**src/core/scm_pkg.sv**
```systemverilog
// Package for the sensor reference clock and mode select block.
// Assumes a 25 MHz reference clock; every file but scm_i2c_host imports it whole.
package scm_pkg;

   // Control-bus register offsets.
   localparam logic [7:0] REG_MODE_SEL     = 8'h03;
   localparam logic [7:0] REG_OSC_CFG      = 8'h05;
   localparam logic [7:0] REG_RATIO_FIRST  = 8'h06;
   localparam logic [7:0] REG_RATIO_SECOND = 8'h07;

   // Field positions.
   localparam int MODE_MSB       = 2;  // Mode field is [2:0] of the mode register.
   localparam int MODE_OVR_BIT   = 4;  // Override enable in the mode register.
   localparam int OSC_SEL_BIT    = 3;  // Full-rate oscillator select.
   localparam int HSDIV_SEL_MSB  = 7;  // Divider select is [7:6] of the first ratio register.
   localparam int HSDIV_SEL_LSB  = 6;
   localparam int MULT_MSB       = 4;  // Multiplier is [4:0] of the first ratio register.

   // Operating mode codes.
   localparam logic [2:0] MODE_SYNC     = 3'h0;
   localparam logic [2:0] MODE_EXT_REF  = 3'h2;
   localparam logic [2:0] MODE_AON_OSC  = 3'h3;
   localparam logic [2:0] MODE_PARALLEL = 3'h5;

   // Divider select codes and the divider values they pick.
   localparam logic [1:0] HSDIV_SEL_4  = 2'h0;
   localparam logic [1:0] HSDIV_SEL_8  = 2'h1;
   localparam logic [1:0] HSDIV_SEL_16 = 2'h2;
   localparam logic [4:0] HSDIV_4      = 5'h04;
   localparam logic [4:0] HSDIV_8      = 5'h08;
   localparam logic [4:0] HSDIV_16     = 5'h10;

   // Reset values.
   localparam logic [7:0] RATIO_FIRST_RST  = 8'h01;  // Divider 4, multiplier 1.
   localparam logic [7:0] RATIO_SECOND_RST = 8'h01;  // Denominator 1.

   // Strap settling time before sampling.
   localparam int CLK_PERIOD_NS    = 40;
   localparam int STRAP_SETTLE_NS  = 1000;
   localparam int STRAP_SETTLE_CYC = (STRAP_SETTLE_NS + CLK_PERIOD_NS - 1) / CLK_PERIOD_NS;

   // Control-bus state machine.
   typedef enum logic [6:0] {
      ST_IDLE      = 7'h01,
      ST_ADDR      = 7'h02,
      ST_ADDR_ACK  = 7'h04,
      ST_WRITE     = 7'h08,
      ST_WRITE_ACK = 7'h10,
      ST_READ      = 7'h20,
      ST_READ_ACK  = 7'h40
   } scm_state_type;

endpackage

```
**src/core/scm_frac_clkgen.sv**
```systemverilog
// Fractional digital clock generator for the sensor reference clock.
// Assumes i_fc_tick is a same-domain pulse, one per forward-channel unit.
`timescale 1ns/1ns
`default_nettype none
module scm_frac_clkgen
   import scm_pkg::*;
(
   input  wire logic       i_ref_clk,  // Block clock.
   input  wire logic       i_srst,     // Synchronous reset, active high.
   input  wire logic       i_en,       // Run the generator.
   input  wire logic       i_fc_tick,  // One pulse per forward-channel unit.
   input  wire logic [4:0] i_hsdiv,    // High-speed divider value.
   input  wire logic [4:0] i_mult,     // Multiplier.
   input  wire logic [7:0] i_denom,    // Denominator.
   output logic            o_clk       // Generated clock, registered.
);

   logic [12:0]       acc;      // Phase accumulator, 2*M added per unit.
   wire  logic [12:0] span;     // HSDIV*N, the accumulator size of one half-period.
   wire  logic [13:0] acc_sum;  // Accumulator plus the doubled multiplier.
   wire  logic        wrap;     // A half-period boundary falls in this step.

   // Folding the divider into the threshold lets the output reach FC/HSDIV.
   assign span    = {8'h00, i_hsdiv} * {5'h00, i_denom};
   assign acc_sum = {1'b0, acc} + {8'h00, i_mult, 1'b0};
   assign wrap    = (span != 13'h0000) && (acc_sum >= {1'b0, span});

   // Add 2*M each unit and toggle whenever HSDIV*N is passed, so the output
   // frequency comes out at FC*M/(HSDIV*N).
   // Edges snap to units: an integer N/M ratio has no jitter, a fractional
   // one at most a unit, inside one divider period.
   // Only one toggle is taken per unit, so 2*M above HSDIV*N saturates.
   always_ff @(posedge i_ref_clk) begin
      if (i_srst || !i_en) begin
         acc   <= 13'h0000;
         o_clk <= 1'b0;
      end else if (i_fc_tick) begin
         if (wrap) begin
            acc   <= acc_sum[12:0] - span;
            o_clk <= ~o_clk;
         end else begin
            acc <= acc_sum[12:0];
         end
      end
   end

endmodule
`default_nettype wire

```
**src/core/scm_top.sv**
```systemverilog
// Sensor reference clock output, mode straps and control-bus registers.
// Assumes open-drain bus wiring outside; straps arrive as digitised levels.
`timescale 1ns/1ns
`default_nettype none
module scm_top
   import scm_pkg::*;
#(
   parameter logic [6:0] BUS_ADDR_LOW  = 7'h18,  // Address for a low strap ratio.
   parameter logic [6:0] BUS_ADDR_HIGH = 7'h19   // Address for a high strap ratio.
)(
   input  wire logic       i_ref_clk,         // 25 MHz block clock.
   input  wire logic       i_srst,            // Synchronous reset, active high.
   input  wire logic       i_scl,             // Control-bus clock pin.
   input  wire logic       i_sda,             // Control-bus data pin level.
   output logic            o_sda,             // Data pin drive level, always low.
   output logic            o_sda_oe,          // High while pulling the data pin low.
   input  wire logic [2:0] i_mode_strap,      // Digitised mode strap code.
   input  wire logic       i_addr_strap,      // Digitised address strap ratio.
   input  wire logic       i_fc_tick,         // Forward-channel unit pulse, same domain.
   output logic            o_address_strap_pin,     // Reference clock on the shared pin.
   output logic            o_address_strap_pin_oe,  // High while the pin is driven.
   output logic [2:0]      o_mode,            // Active operating mode.
   output logic            o_oscillator_rate_select, // Full-rate oscillator select.
   output logic            o_raw12_low_freq_format_ok, // Low-frequency raw12 allowed.
   output logic            o_config_done      // Strap sampling finished.
);

   // Synchronisers for pins; only the second stage is read by logic.
   logic [1:0] scl_sync;
   logic [1:0] sda_sync;
   logic [1:0] addr_sync;
   logic [2:0] mode_sync0;
   logic [2:0] mode_sync1;
   logic       scl_q;              // Previous synchronised clock for edges.
   logic       sda_q;              // Previous synchronised data for start and stop.

   // Configuration state.
   logic [4:0] settle_cnt;         // Strap settling counter.
   logic       addr_sel;           // Captured address strap.
   logic [2:0] mode;               // Operating mode field.
   logic       mode_ovr;           // Mode override enable.
   logic       osc_sel;            // Full-rate oscillator select.
   logic [7:0] ratio_first;        // Divider select and multiplier.
   logic [7:0] ratio_second;       // Denominator.

   // Bus engine state.
   scm_state_type state;           // Bus state.
   logic [2:0] bit_cnt;            // Bit within the byte.
   logic [7:0] shreg;              // Byte shifter.
   logic [7:0] ptr;                // Register pointer.
   logic       ptr_loaded;         // Pointer byte already received.
   logic       rw;                 // Read when high.
   logic       ack_on;             // Acknowledge clock phase in progress.
   wire  logic gen_clk;            // Generated reference clock.

   // Decoded events and data.
   wire logic       scl_s      = scl_sync[1];
   wire logic       sda_s      = sda_sync[1];
   wire logic       scl_rise   = scl_s && !scl_q;
   wire logic       scl_fall   = !scl_s && scl_q;
   wire logic       bus_start  = scl_s && scl_q && sda_q && !sda_s;
   wire logic       bus_stop   = scl_s && scl_q && !sda_q && sda_s;
   wire logic [7:0] rx_byte    = {shreg[6:0], sda_s};
   wire logic       last_bit   = (bit_cnt == 3'h7);
   wire logic [6:0] my_addr    = addr_sel ? BUS_ADDR_HIGH : BUS_ADDR_LOW;
   wire logic       settle_end = (settle_cnt == 5'(STRAP_SETTLE_CYC - 1));
   wire logic       wr_strobe  = (state == ST_WRITE) && scl_rise && last_bit && ptr_loaded;
   wire logic [7:0] mode_rd    = {3'h0, mode_ovr, 1'b0, mode};
   wire logic [7:0] osc_rd     = {4'h0, osc_sel, 3'h0};

   // Read data for the pointer; unmapped offsets read as zero.
   wire logic [7:0] rd_data =
      (ptr == REG_MODE_SEL)     ? mode_rd :
      (ptr == REG_OSC_CFG)      ? osc_rd :
      (ptr == REG_RATIO_FIRST)  ? ratio_first :
      (ptr == REG_RATIO_SECOND) ? ratio_second : 8'h00;

   // Divider decode; unused select code falls back to the default of 4.
   wire logic [1:0] hsdiv_sel = ratio_first[HSDIV_SEL_MSB:HSDIV_SEL_LSB];
   wire logic [4:0] hsdiv =
      (hsdiv_sel == HSDIV_SEL_8)  ? HSDIV_8 :
      (hsdiv_sel == HSDIV_SEL_16) ? HSDIV_16 : HSDIV_4;

   // Clock runs only in synchronous and external-reference modes.
   wire logic clk_out_mode = (mode == MODE_SYNC) || (mode == MODE_EXT_REF);

   // Pin synchronisers, two flops each before any logic reads them.
   always_ff @(posedge i_ref_clk) begin
      scl_sync   <= {scl_sync[0], i_scl};
      sda_sync   <= {sda_sync[0], i_sda};
      addr_sync  <= {addr_sync[0], i_addr_strap};
      mode_sync0 <= i_mode_strap;
      mode_sync1 <= mode_sync0;
      scl_q      <= scl_sync[1];
      sda_q      <= sda_sync[1];
   end

   // Straps settle after reset release, then are caught once; the shared
   // pin stays undriven until then so the address strap can be read.
   always_ff @(posedge i_ref_clk) begin
      if (i_srst) begin
         settle_cnt    <= 5'h00;
         o_config_done <= 1'b0;
         addr_sel      <= 1'b0;
      end else if (!o_config_done) begin
         settle_cnt <= settle_cnt + 5'h01;
         if (settle_end) begin
            o_config_done <= 1'b1;
            addr_sel      <= addr_sync[1];
         end
      end
   end

   // Register file. Strap mode loads once; the host changes the mode field
   // only while the override bit is already set.
   always_ff @(posedge i_ref_clk) begin
      if (i_srst) begin
         mode         <= MODE_SYNC;
         mode_ovr     <= 1'b0;
         osc_sel      <= 1'b0;
         ratio_first  <= RATIO_FIRST_RST;
         ratio_second <= RATIO_SECOND_RST;
      end else if (!o_config_done) begin
         if (settle_end) begin
            mode <= mode_sync1;
         end
      end else if (wr_strobe) begin
         if (ptr == REG_MODE_SEL) begin
            mode_ovr <= rx_byte[MODE_OVR_BIT];
            if (mode_ovr) begin
               mode <= rx_byte[MODE_MSB:0];
            end
         end else if (ptr == REG_OSC_CFG) begin
            osc_sel <= rx_byte[OSC_SEL_BIT];
         end else if (ptr == REG_RATIO_FIRST) begin
            ratio_first <= rx_byte;
         end else if (ptr == REG_RATIO_SECOND) begin
            ratio_second <= rx_byte;
         end
      end
   end

   // Control-bus slave: address match, pointer byte, then data bytes with
   // auto-increment. Data changes on falling clock, is sampled on rising.
   // Silent until straps are caught, since the address is unknown.
   always_ff @(posedge i_ref_clk) begin
      if (i_srst || !o_config_done) begin
         state      <= ST_IDLE;
         bit_cnt    <= 3'h0;
         shreg      <= 8'h00;
         ptr        <= 8'h00;
         ptr_loaded <= 1'b0;
         rw         <= 1'b0;
         ack_on     <= 1'b0;
         o_sda_oe   <= 1'b0;
      end else if (bus_start) begin
         state      <= ST_ADDR;
         bit_cnt    <= 3'h0;
         ptr_loaded <= 1'b0;
         ack_on     <= 1'b0;
         o_sda_oe   <= 1'b0;
      end else if (bus_stop) begin
         state    <= ST_IDLE;
         ack_on   <= 1'b0;
         o_sda_oe <= 1'b0;
      end else begin
         case (state)
            ST_ADDR: begin
               if (scl_rise) begin
                  shreg   <= rx_byte;
                  bit_cnt <= bit_cnt + 3'h1;
                  if (last_bit) begin
                     // Foreign addresses are left alone on a shared bus.
                     state <= (rx_byte[7:1] == my_addr) ? ST_ADDR_ACK : ST_IDLE;
                     rw    <= rx_byte[0];
                  end
               end
            end
            ST_ADDR_ACK, ST_WRITE_ACK: begin
               if (scl_fall && !ack_on) begin
                  ack_on   <= 1'b1;
                  o_sda_oe <= 1'b1;
               end else if (scl_fall) begin
                  ack_on <= 1'b0;
                  if (state == ST_ADDR_ACK && rw) begin
                     shreg    <= rd_data;
                     o_sda_oe <= ~rd_data[7];
                     state    <= ST_READ;
                  end else begin
                     o_sda_oe <= 1'b0;
                     state    <= ST_WRITE;
                  end
               end
            end
            ST_WRITE: begin
               if (scl_rise) begin
                  shreg   <= rx_byte;
                  bit_cnt <= bit_cnt + 3'h1;
                  if (last_bit) begin
                     state <= ST_WRITE_ACK;
                     if (!ptr_loaded) begin
                        ptr        <= rx_byte;
                        ptr_loaded <= 1'b1;
                     end else begin
                        ptr <= ptr + 8'h01;
                     end
                  end
               end
            end
            ST_READ: begin
               if (scl_fall) begin
                  bit_cnt <= bit_cnt + 3'h1;
                  if (last_bit) begin
                     o_sda_oe <= 1'b0;
                     ptr      <= ptr + 8'h01;
                     state    <= ST_READ_ACK;
                  end else begin
                     shreg    <= {shreg[6:0], 1'b0};
                     o_sda_oe <= ~shreg[6];
                  end
               end
            end
            ST_READ_ACK: begin
               // A high level at the ack clock ends the read.
               if (scl_rise) begin
                  if (sda_s) begin
                     state <= ST_IDLE;
                  end else begin
                     ack_on <= 1'b1;
                  end
               end else if (scl_fall && ack_on) begin
                  ack_on   <= 1'b0;
                  shreg    <= rd_data;
                  o_sda_oe <= ~rd_data[7];
                  state    <= ST_READ;
               end
            end
            default: begin
               state <= ST_IDLE;
            end
         endcase
      end
   end

   // Fractional generator for the reference clock.
   scm_frac_clkgen u_clkgen (
      .i_ref_clk (i_ref_clk),
      .i_srst    (i_srst),
      .i_en      (o_config_done && clk_out_mode),
      .i_fc_tick (i_fc_tick),
      .i_hsdiv   (hsdiv),
      .i_mult    (ratio_first[MULT_MSB:0]),
      .i_denom   (ratio_second),
      .o_clk     (gen_clk)
   );

   // Output flops. The shared pin turns into the clock output only after
   // straps are caught, and only in modes that provide it.
   // Parallel mode has no low-frequency raw12 format.
   always_ff @(posedge i_ref_clk) begin
      if (i_srst) begin
         o_address_strap_pin        <= 1'b0;
         o_address_strap_pin_oe     <= 1'b0;
         o_mode                     <= MODE_SYNC;
         o_oscillator_rate_select   <= 1'b0;
         o_raw12_low_freq_format_ok <= 1'b0;
         o_sda                      <= 1'b0;
      end else begin
         o_address_strap_pin        <= gen_clk && o_config_done && clk_out_mode;
         o_address_strap_pin_oe     <= o_config_done && clk_out_mode;
         o_mode                     <= mode;
         o_oscillator_rate_select   <= osc_sel;
         o_raw12_low_freq_format_ok <= o_config_done && (mode != MODE_PARALLEL);
         o_sda                      <= 1'b0;
      end
   end

endmodule
`default_nettype wire

```
**config.mk**
```make
export PLATFORM = sky130hd
export DESIGN_NAME = scm_top
export DESIGN_NICKNAME = d
export VERILOG_FILES = /design/src/core/scm_pkg.sv /design/src/core/scm_frac_clkgen.sv /design/src/core/scm_top.sv
export SDC_FILE = /design/constraint.sdc
export NUM_CORES = 1
export LEC_CHECK = 0
export ABC_AREA = 1
export BUFFER_PORTS_ARGS = -buffer_cell sky130_fd_sc_hd__buf_2
export CAP_MARGIN = 20
export CORE_MARGIN = 2
export CORE_UTILIZATION = 55
export DETAILED_ROUTE_END_ITERATION = 7
export PLACE_DENSITY = 0.73
export REMOVE_ABC_BUFFERS = 1
export SLEW_MARGIN = 0
export SYNTH_ARGS = -nofsm -noshare
export SYNTH_HDL_FRONTEND = slang
export SYNTH_SLANG_ARGS = --single-unit
```
**constraint.sdc**
```tcl
create_clock -name i_ref_clk -period 12.2 [get_ports i_ref_clk]
set_input_delay 3.05 -clock i_ref_clk [delete_from_list [all_inputs] [get_ports i_ref_clk]]
set_output_delay 3.05 -clock i_ref_clk [all_outputs]
set_load 0.02 [all_outputs]
```
-- Word level (Yosys, flattened, before mapping)
Index checks and enable logic that the tools add are counted.
Widths: inputs -> output; s select.
- word-level logic and storage cells: 213
- register bits after elaboration: 92
- output and inout bits: 10
- input port bits: 9
- muxes and demuxes: 63
- $lt $le $gt $ge: 1
- reduce and logical (&&, ||, !) cells: 56
- add/sub/neg operators: 5
- eq/ne operators: 47
- multipliers: 1
- bitwise gates (word level): 9
- operators with widths (kind ; number):
    $mux 7 ; 19
    $mux 8 ; 9
    $pmux 7 s5 ; 1
    $ne 4x4->1 const B ; 8
    $pmux 7 s4 ; 1
    $eq 8x3->1 const B ; 3
    $mux 3 ; 8
    $ne 2x2->1 const B ; 12
    $reduce_and 10->1 ; 2
    $reduce_and 4->1 ; 5
    $logic_and 1x1->1 ; 18
    $pmux 8 s2 ; 1
    $mux 1 ; 15
    $ne 3x3->1 const B ; 5
    $reduce_and 5->1 ; 3
    $add 13x6->14 ; 1
    $ge 14x13->1 ; 1
    $mul 5x8->13 ; 1
    $mux 13 ; 1
    $reduce_bool 13->1 ; 1
    $sub 13x13->13 ; 1
    $reduce_and 11->1 ; 1
    $mux 5 ; 2
    $ne 5x5->1 const B ; 2
    other kinds (35) ; 61

-- Logic depth before layout (Yosys ltp)
Gate-level depths: netlist (run 1).
- depth in word-level cells: 10
- depth in mapped cells: 29
- depth with buffers taken out: 28

-- Cells and area by module
From an unflattened synthesis (run 1), not the netlist that was laid out.
- cell total of the unflattened synthesis: 1025
- area total of the unflattened synthesis: 7121.8 um^2
- by module, submodules not included (module ; cells each ; instances ; area an instance (um^2) ; sequential area each (um^2)):
    scm_top ; 547 ; 1 ; 3903.7 ; 1561.5
    scm_frac_clkgen ; 478 ; 1 ; 3218.1 ; 280.3

-- Worst setup path after synthesis (run 1)
No wires, ideal clock.
- path type: register to register
- start: register ratio_first[6]
- end: register u_clkgen.acc[10]
- buffers on the path: 2
- path slack: 7.674 ns
- required time: 12.091 ns
- arrival time: 4.417 ns
- period minus slack after synthesis: 4.526 ns
- cell stages (with the launch flop): 30
- setup time: 0.109 ns
- cells stage by stage: dfxtp_1 inv_1 ha_1 clkbuf_1 nand2_1 fa_1 inv_1 ha_1 ha_1 ha_1 fa_1 nand3_1 nand2_1 a21oi_1 nor2_1 nor2_1 xor2_1 ha_1 inv_1 nor4_1 nand2_1 nor2_1 nor2_2 nand2_4 nand2_4 buf_6 nand2_1 nand3_1 nand2_1 inv_1
- cells in the longest elaborated chain, start to end: 7
- elaborated cells on any way between the ends: 10
- those cells by class: add/sub (1); mul (1); order compare (1); eq/ne (2); mux (3); reduce/logical (2)
- ends and longest elaborated chain (item ; line ; text):
    start, declared ; scm_top.sv:43 ; logic [7:0] ratio_first;
    start signal, assigned ; scm_top.sv:136 ; ratio_first <= rx_byte;
    $eq 2x2->1 ; scm_top.sv:82 ; (hsdiv_sel == HSDIV_SEL_16) ? HSDIV_16 : HSDIV_4;
    $mux 5 ; scm_top.sv:82 ;
    $mux 5 * ; scm_top.sv:81 ; (hsdiv_sel == HSDIV_SEL_8) ? HSDIV_8 :
    $mul 5x8->13 * ; scm_frac_clkgen.sv:24 ; assign span = {8'h00, i_hsdiv} * {5'h00, i_denom};
    $ge 14x13->1 or $reduce_bool 13->1 (tied branches) ; scm_frac_clkgen.sv:26 ; assign wrap = (span != 13'h0000) && (acc_sum >= {1'b0, span});
    $logic_and 1x1->1 ; scm_frac_clkgen.sv:26 ;
    $mux 13 * ; scm_frac_clkgen.sv:38 ; if (wrap) begin
    end signal, assigned ; scm_frac_clkgen.sv:39 ; acc <= acc_sum[12:0] - span;
    end signal, assigned ; scm_frac_clkgen.sv:42 ; acc <= acc_sum[12:0];
    end, declared ; scm_frac_clkgen.sv:18 ; logic [12:0] acc;
Every way passes the cells marked *; elsewhere a longest branch is shown, timed or not.
A chain may end at the register's enable or synchronous reset.

-- Worst setup path in the final report (run 1)
- start: register ratio_first[6]
- end: register u_clkgen.acc[9]
Same word-level chain as after synthesis.

==> impl_metrics.ini, run 1 <==
[status]
status = completed

[setup_path]
required_ps = 12470
rr_endpoint = u_clkgen.acc[9]
startpoint_type = flip-flop
path_class = reg2reg
worst_r2r_startpoint = ratio_first[6]
worst_ep_arrival_time_ps = 5150
r2r_cells = 27
rrSetupSlack_ps = 7320
critical-path-top-delay-family = adder cells
cp_max_fo = 15
critPathMaxStageDelay_ps = 440
cpMostUsedCell = nor2_1
slowest_stage = fa_1
path_buf_inv = 4
end_kind = flip-flop

[cts]
postCtsSetupBuffers = 0
cts-buffers-inserted = 9
clkLatencyLatePin_ps = 370
cts_tree = built
clk_pin_slew_ps = 100
hold_buffers = 0
cts_root_buf = clkbuf_8
clock_sinks = 91
htreeDepth = 3
clk_path_buf_depth = 2
cts_resized = 0

[sta]
tns_ps = 0
finalSetupViolations = 0
period_share_pct = 40.0
tightest_slew_ps = 806
fin_crit_ps = 4880
rsz0062_at_grt = no
fmax_ghz = 0.205
hold_viol_final = 0
drv_slew = 0
finClkSkew_ps = 13.1
slew_headroom_pct = 46.1

[power]
finalPower_uw = 513
ir_drop_v = 0.0000734
power_leakage_uw = 0.00295
powerDensity_nw_per_um2 = 84.1

[cells_and_area]
areaGrowthSynthToFinish_pct = 6.39
layout_common_cells = 143 x nand2_1, 126 x inv_1, 91 x dfxtp_1
fin_cells = 958
diodes = 0
fillers = 984
drive_above_1_share_pct = 8.76
final_core_util_pct = 59.6
finalNetCount = 880
final_common_cell = nand2_1

[floorplan]
die_w_um = 106
core_region_area_um2 = 10200
num_rows = 37
die_area_um2 = 11300
initial_core_util_pct = 56.0
num_io_pins = 19
dieHeight_um = 106

[routing]
drtPass1Iterations = 5
drc_errors = 0
ant_nets = 0
wl_um = 13300
via_per_inst = 5.45
wl_per_cell_um = 13.9
drt_iter0_markers = 345
vias = 5218

[global_route]
grt_max_degree = 21
overflow = 0
antenna_found_initial = 0
grt_usage_pct = 24.9
grt_pass1_vias = 4971
grt_pass1_wl_um = 22800

[min_path]
hold_depth = 0
min_to = scl_sync[1]
min-delay-start = scl_sync[0]
hp-class = reg2reg

[placement]
port_buffers = 17
gp_congestion = 0.916
dp.cells = 942
hpwlAfterDp_um = 10400

[logic_synthesis]
synth_area_leader_cell = dfxtp_1
synthesis.area_um2 = 5730
yosys_warnings = 0
synthTopCellsByArea = dfxtp_1 32%, ha_1 9.8%, nand2_1 9.4%
avgSynthCellArea_um2 = 7.11
synth_seq_cells = 91
ys_seq_area_share_pct = 31.8
synth_cells = 806
synth_top_area_share_pct = 31.8
ys_types = 41

[run]
drv_cap = 0
## layout make-up
cell class	instances	area (µm²)	share of cell area (%)
multi-input combinational	561	3320	54.4
sequential	91	1820	29.9
inverter	137	514	8.43
tap	136	170	2.79
clock buffer	10	138	2.26
timing repair buffer	17	85.1	1.39
clock inverter	6	55.1	0.902
## cell usage after synthesis (all sizes together)
master	number
xnor2	4
nor4	8
buf	5
clkbuf	12
a211oi	11
nand2	153
nor3	17
dfxtp	91
nor2	79
o22ai	3
nand3b	2
or2	1
ha	45
nand4	7
o211ai	4
o2111ai	1
conb	1
nand3	46
o21ai	67
a31oi	7
fa	9
o21bai	4
xor2	22
clkinv	2
a221oi	2
a21oi	68
inv	135
## worst max path at each step
| stage | startpoint | depth (start not counted) | endpoint | slack [ps] |
|---|---|---|---|---|
| detailed placement | i_srst | 6 | u_clkgen.acc[6] | 7230 |
| global placement | i_srst | 6 | u_clkgen.acc[6] | 7290 |
| finish | ratio_first[6] | 27 | u_clkgen.acc[9] | 7320 |
| CTS | ratio_first[6] | 27 | u_clkgen.acc[9] | 7310 |
| global route | ratio_first[6] | 27 | u_clkgen.acc[9] | 6930 |
| floorplan | ratio_first[6] | 27 | u_clkgen.acc[9] | 7790 |
## routing by layer
layer	wire (µm)	vias up	track usage [%]
met4	538	0	11.8
met5	0	-	0
met3	500	36	3.31
met2	6290	141	42.6
li1	-	2655	-
met1	6000	2386	31.0
## registers in the layout (all words and copies together) (netlist names), 5 cells and up
signal        flops
ptr               8
ratio_first       8
ratio_second      8
settle_cnt        5
shreg             7
state             7
u_clkgen.acc     12
## report_power, final
group | leakage, µW | switching, µW | internal (µW)
clock | 0.0000934 | 115 | 83.9
combinational | 0.00211 | 8.37 | 3.73
sequential | 0.000739 | 1.68 | 300
total | 0.00295 | 126 | 388
## metrics by stage
step / hold slack (ps) / setup slack (ps) / instance area, µm²
after floorplan: 310 / 7790 / 5650
after global placement: 310 / 7290 / 5910
after detailed placement: 312 / 7230 / 5910
after CTS: 335 / 7310 / 6100
after global routing: 342 / 6930 / 6100
final: 333 / 7320 / 6100
## cell families (layout without fill, tap and decap cells)
family                   Yosys count  after routing  share of synthesized area, %
AND/OR/NAND/NOR                  313            313                          24.9
AO/OA/AOI/OAI                    167            167                          16.0
buffers and inverters            154            170                          10.4
flip-flops                        91             91                          31.8
adder cells (fa/ha/maj)           54             54                          13.0
XOR/XNOR                          26             26                          3.97
other                              1              1                        0.0654
(Power assumes the default switching activity.)
==> run 2, diff against run 1 <==
- PLACE_DENSITY: 0.73 -> 0.76
- clock period: 12.2 -> 3.92 ns (I/O delays scaled with it)
==> run 2 against run 1 <==
Compared with the run above: the flow now finishes with violations (setup timing); sequential cell count stayed put; register-to-register slack lost 7700 ps; highest routed layer unchanged; largest cell class unchanged; sequential power grew to 3.1 times the previous value; critical path depth is 1 higher; die area unchanged; clock power increased to 3.1 times the previous value.
==> impl_metrics.ini, run 2 (synthesis gave the netlist of run 1 again) <==
[routing]
wl_met3_um = 647
drtPass1Iterations = 6
via_per_inst = 5.40
drt_iter0_markers = 328
vias = 5473
route.met2.wl_um = 7080
wl_um = 14500
wl_met1_um = 6240
drc_errors = 0
wl_per_cell_um = 14.3
dr.max_layer_used = met4
ant_nets = 0

[global_route]
antenna_found_initial = 0
grt_pass1_vias = 5264
grt_max_degree = 21
grt_pass1_wl_um = 23600
overflow = 0
grt_usage_pct = 25.9

[placement]
dpl_cell_area_um2 = 6220
dp.cells = 984
hpwlAfterDp_um = 11000
port_buffers = 17
place_ws_ps = -768
gp_congestion = 0.918

[cells_and_area]
finalNetCount = 935
diodes = 0
fillers = 885
regMostFlops = u_clkgen.acc
largest_reg_flops = 12
areaGrowthSynthToFinish_pct = 19.9
fin_area_um2 = 6880
layout_common_cells = 130 x nand2_1, 123 x inv_1, 89 x dfxtp_1
fin_cells = 1013
drive_above_1_share_pct = 20.2
final_common_cell = nand2_1
final_core_util_pct = 67.2

[sta]
tns_ps = -3870
tightest_slew_ps = 724
finalSetupViolations = 12
period_share_pct = 109
finClkSkew_ps = 20.9
hold_viol_final = 0
slew_headroom_pct = 51.5
fmax_ghz = 0.233
fin_ws_ps = -367
fin_crit_ps = 4290
rsz0062_at_grt = yes
drv_slew = 0

[power]
ir_drop_v = 0.000260
powerDensity_nw_per_um2 = 233
power_leakage_uw = 0.00321

[floorplan]
core_region_area_um2 = 10200
die_area_um2 = 11300
num_io_pins = 19
dieHeight_um = 106
initial_core_util_pct = 56.0
num_rows = 37
die_w_um = 106

[setup_path]
worst_ep_arrival_time_ps = 4580
critical-path-top-delay-family = adder cells
required_ps = 4210
slowest_stage = fa_1
end_kind = flip-flop
r2r_cells = 28
cp_max_fo = 8
rr_endpoint = u_clkgen.acc[4]
critPathMaxStageDelay_ps = 400
path_buf_inv = 5
path_class = reg2reg
rrSetupSlack_ps = -370
worst_r2r_startpoint = ratio_first[6]
startpoint_type = flip-flop

[cts]
hold_buffers = 0
cts-buffers-inserted = 9
clk_pin_slew_ps = 110
cts_root_buf = clkbuf_8
htreeDepth = 3
clkLatencyLatePin_ps = 380
clk_path_buf_depth = 2
cts_tree = built
clock_sinks = 91

[status]
violations = setup timing
status = complete, but fails checks

[run]
drv_cap = 0

[min_path]
hold_depth = 0
min-delay-start = mode_sync0[0]
hp-class = reg2reg
min_to = mode_sync1[0]
==> run 2: cell types whose count changed in the layout (fill, tap and decap cells not counted), moves of 4 or more <==
cell	before	now
ha_4	0	14
nand3_2	7	12
buf_4	0	52
nand2_4	2	6
a21oi_2	2	6
a21oi_1	66	61
nand3_1	39	34
nand2_1	143	130
ha_1	45	30
nand2_2	8	17
==> run 2: per-stage QoR <==
step	hold slack, ps	power (µW)
floorplan	310	981
global placement	312	997
detailed placement	312	998
CTS	336	1620
global route	341	1650
finish	336	1600
==> run 2: final cells by class <==
type | count | area (µm²) | area share (%)
Inverter | 137 | 527 | 7.66
Timing Repair Buffer | 71 | 498 | 7.24
Tap cell | 136 | 170 | 2.47
Clock inverter | 7 | 70.1 | 1.02
Sequential cell | 91 | 1830 | 26.6
Clock buffer | 9 | 124 | 1.80
Multi-Input combinational cell | 562 | 3660 | 53.2
==> run 2: worst max-delay path by stage <==
stage	start	endpoint	cells after the start
finish	ratio_first[6]	u_clkgen.acc[4]	28
global route	ratio_first[7]	u_clkgen.acc[4]	28
CTS	ratio_first[6]	u_clkgen.acc[12]	27
detailed placement	ratio_first[6]	u_clkgen.acc[9]	27
global placement	ratio_first[6]	u_clkgen.acc[9]	27
floorplan	ratio_first[6]	u_clkgen.acc[9]	27
==> run 2: per-layer routing <==
metal / global-route usage [%] / up-vias
met5: 0 / -
met4: 13.1 / 0
met3: 2.76 / 44
met2: 44.8 / 156
met1: 31.9 / 2514
li1: - / 2759
==> run 2: timing repair <==
item,4_1_cts,5_1_grt
gates resized for setup,30,38
pin swaps,30,32
setup endpoints to repair,12,12
buffers inserted,4,8
cloned,1,0
hold endpoints to repair,0,0
==> run 2: where the power goes <==
group / switching, µW / internal, µW / leakage [µW]
Combinational: 26.9 / 11.9 / 0.00238
Sequential: 5.37 / 933 / 0.000740
Clock: 379 / 247 / 0.0000887
Total: 411 / 1190 / 0.00321
==> run 3, diff against run 2 <==
- RECOVER_POWER: default -> 25
==> run 3 against run 2 <==
Compared with the run above: the run still ends with setup timing left; first-iteration DRC count down 0.30%; cell area about the same; count of clock-buffer cells in the layout unchanged; clock skew down 1.0 ps; hold slack about the same; critical path depth unchanged; core utilization about the same; sequential power about the same; power about the same; critical path type unchanged; largest cell class unchanged.
==> impl_metrics.ini, run 3 (synthesis gave the netlist of run 1 again) <==
[setup_path]
startpoint_type = flip-flop
path_class = reg2reg
worst_ep_arrival_time_ps = 4570
required_ps = 4210
slowest_stage = fa_1
critPathMaxStageDelay_ps = 400
path_buf_inv = 5
critical-path-top-delay-family = adder cells
end_kind = flip-flop
cp_max_fo = 8

[sta]
fmax_ghz = 0.233
tightest_slew_ps = 769
finalSetupViolations = 12
rsz0062_at_grt = yes
fin_ws_ps = -366
slew_headroom_pct = 48.7
finClkSkew_ps = 19.8
hold_viol_final = 0
fin_crit_ps = 4290
period_share_pct = 109
drv_slew = 0

[global_route]
grt_usage_pct = 25.9
grt_use_met1_pct = 31.9
grt_pass1_vias = 5264
grt_max_degree = 21
antenna_found_initial = 0
overflow = 0
grtUsageMet3_pct = 2.76
grt-busiest-layer = met2
grt_pass1_wl_um = 23600
gr-usage-met2_pct = 44.8

[routing]
wl_per_cell_um = 14.3
wl_um = 14500
ant_nets = 0
drtPass1Iterations = 6
drt_iter0_markers = 327
vias = 5457
via_per_inst = 5.39
drc_errors = 0

[floorplan]
num_io_pins = 19
initial_core_util_pct = 56.0
die_w_um = 106
dieHeight_um = 106
core_region_area_um2 = 10200
die_area_um2 = 11300
num_rows = 37

[placement]
hpwlAfterDp_um = 11000
gp_congestion = 0.918
dp.cells = 984
port_buffers = 17

[cts]
htreeDepth = 3
cts_root_buf = clkbuf_8
clk_path_buf_depth = 2
cts_tree = built
clock_sinks = 91
clk_pin_slew_ps = 110
hold_buffers = 0
cts-buffers-inserted = 9
clkLatencyLatePin_ps = 380

[power]
powerDensity_nw_per_um2 = 233
power_leakage_uw = 0.00320
ir_drop_v = 0.000260

[cells_and_area]
finalNetCount = 935
fin_cells = 1013
drive_above_1_share_pct = 20.1
largest_reg_flops = 12
layout_common_cells = 130 x nand2_1, 123 x inv_1, 89 x dfxtp_1
regMostFlops = u_clkgen.acc
fillers = 886
final_core_util_pct = 67.2
areaGrowthSynthToFinish_pct = 19.9
final_common_cell = nand2_1
diodes = 0

[run]
drv_cap = 0

[status]
violations = setup timing
status = complete, but fails checks

[min_path]
hp-class = reg2reg
==> run 3: cell count changes in the layout (fill, tap and decap cells not counted), sizes merged <==
cell,change
buf,-1
clkbuf,+1
==> run 3: worst paths after layout <==
| kind | start | slack [ps] | cells past startpoint | endpoint |
|---|---|---|---|---|
| worst max-delay path | ratio_first[6] | -370 | 28 | u_clkgen.acc[4] |
| worst min-delay path | mode_sync0[0] | 340 | 0 | mode_sync1[0] |
| worst max register to register | ratio_first[6] | -370 | 28 | u_clkgen.acc[4] |
| worst min register to register | mode_sync0[0] | 340 | 0 | mode_sync1[0] |
==> run 3: cell type report <==
class	instances	area, µm²	share of cell area (%)
inverters	137	527	7.66
multi-input cells	562	3660	53.2
repair buffers	71	497	7.23
flip-flops and latches	91	1830	26.6
clock buffers	9	124	1.80
clock inverters	7	70.1	1.02
well taps	136	170	2.48
==> run 3: power by group <==
part / internal (µW) / switching [µW] / total (µW)
combinational: 11.8 / 26.9 / 38.6
sequential: 933 / 5.37 / 939
clock: 247 / 379 / 625
==> run 3: per-stage QoR <==
stage	TNS [ps]	area, µm²	hold WS, ps	power (µW)	setup slack (ps)
3_3_place_gp	-6220	6220	312	997	-572
5_1_grt	-6430	6870	341	1650	-575
2_1_floorplan	-5250	5650	310	981	-491
6_report	-3880	6870	336	1600	-366
3_5_place_dp	-8460	6220	312	998	-768
4_1_cts	-4190	6590	336	1620	-375
==> run 3: layer usage <==
layer	routed length [µm]	share of wire (%)
met4	523	3.6
met3	677	4.7
met1	6230	43
met5	0	0
met2	7070	49
==> run 3: what timing repair did <==
action | CTS | global route
pin swaps | 30 | 32
setup endpoints to repair | 12 | 12
gates resized for setup | 30 | 38
setup buffers | 4 | 8
cloned | 1 | 0
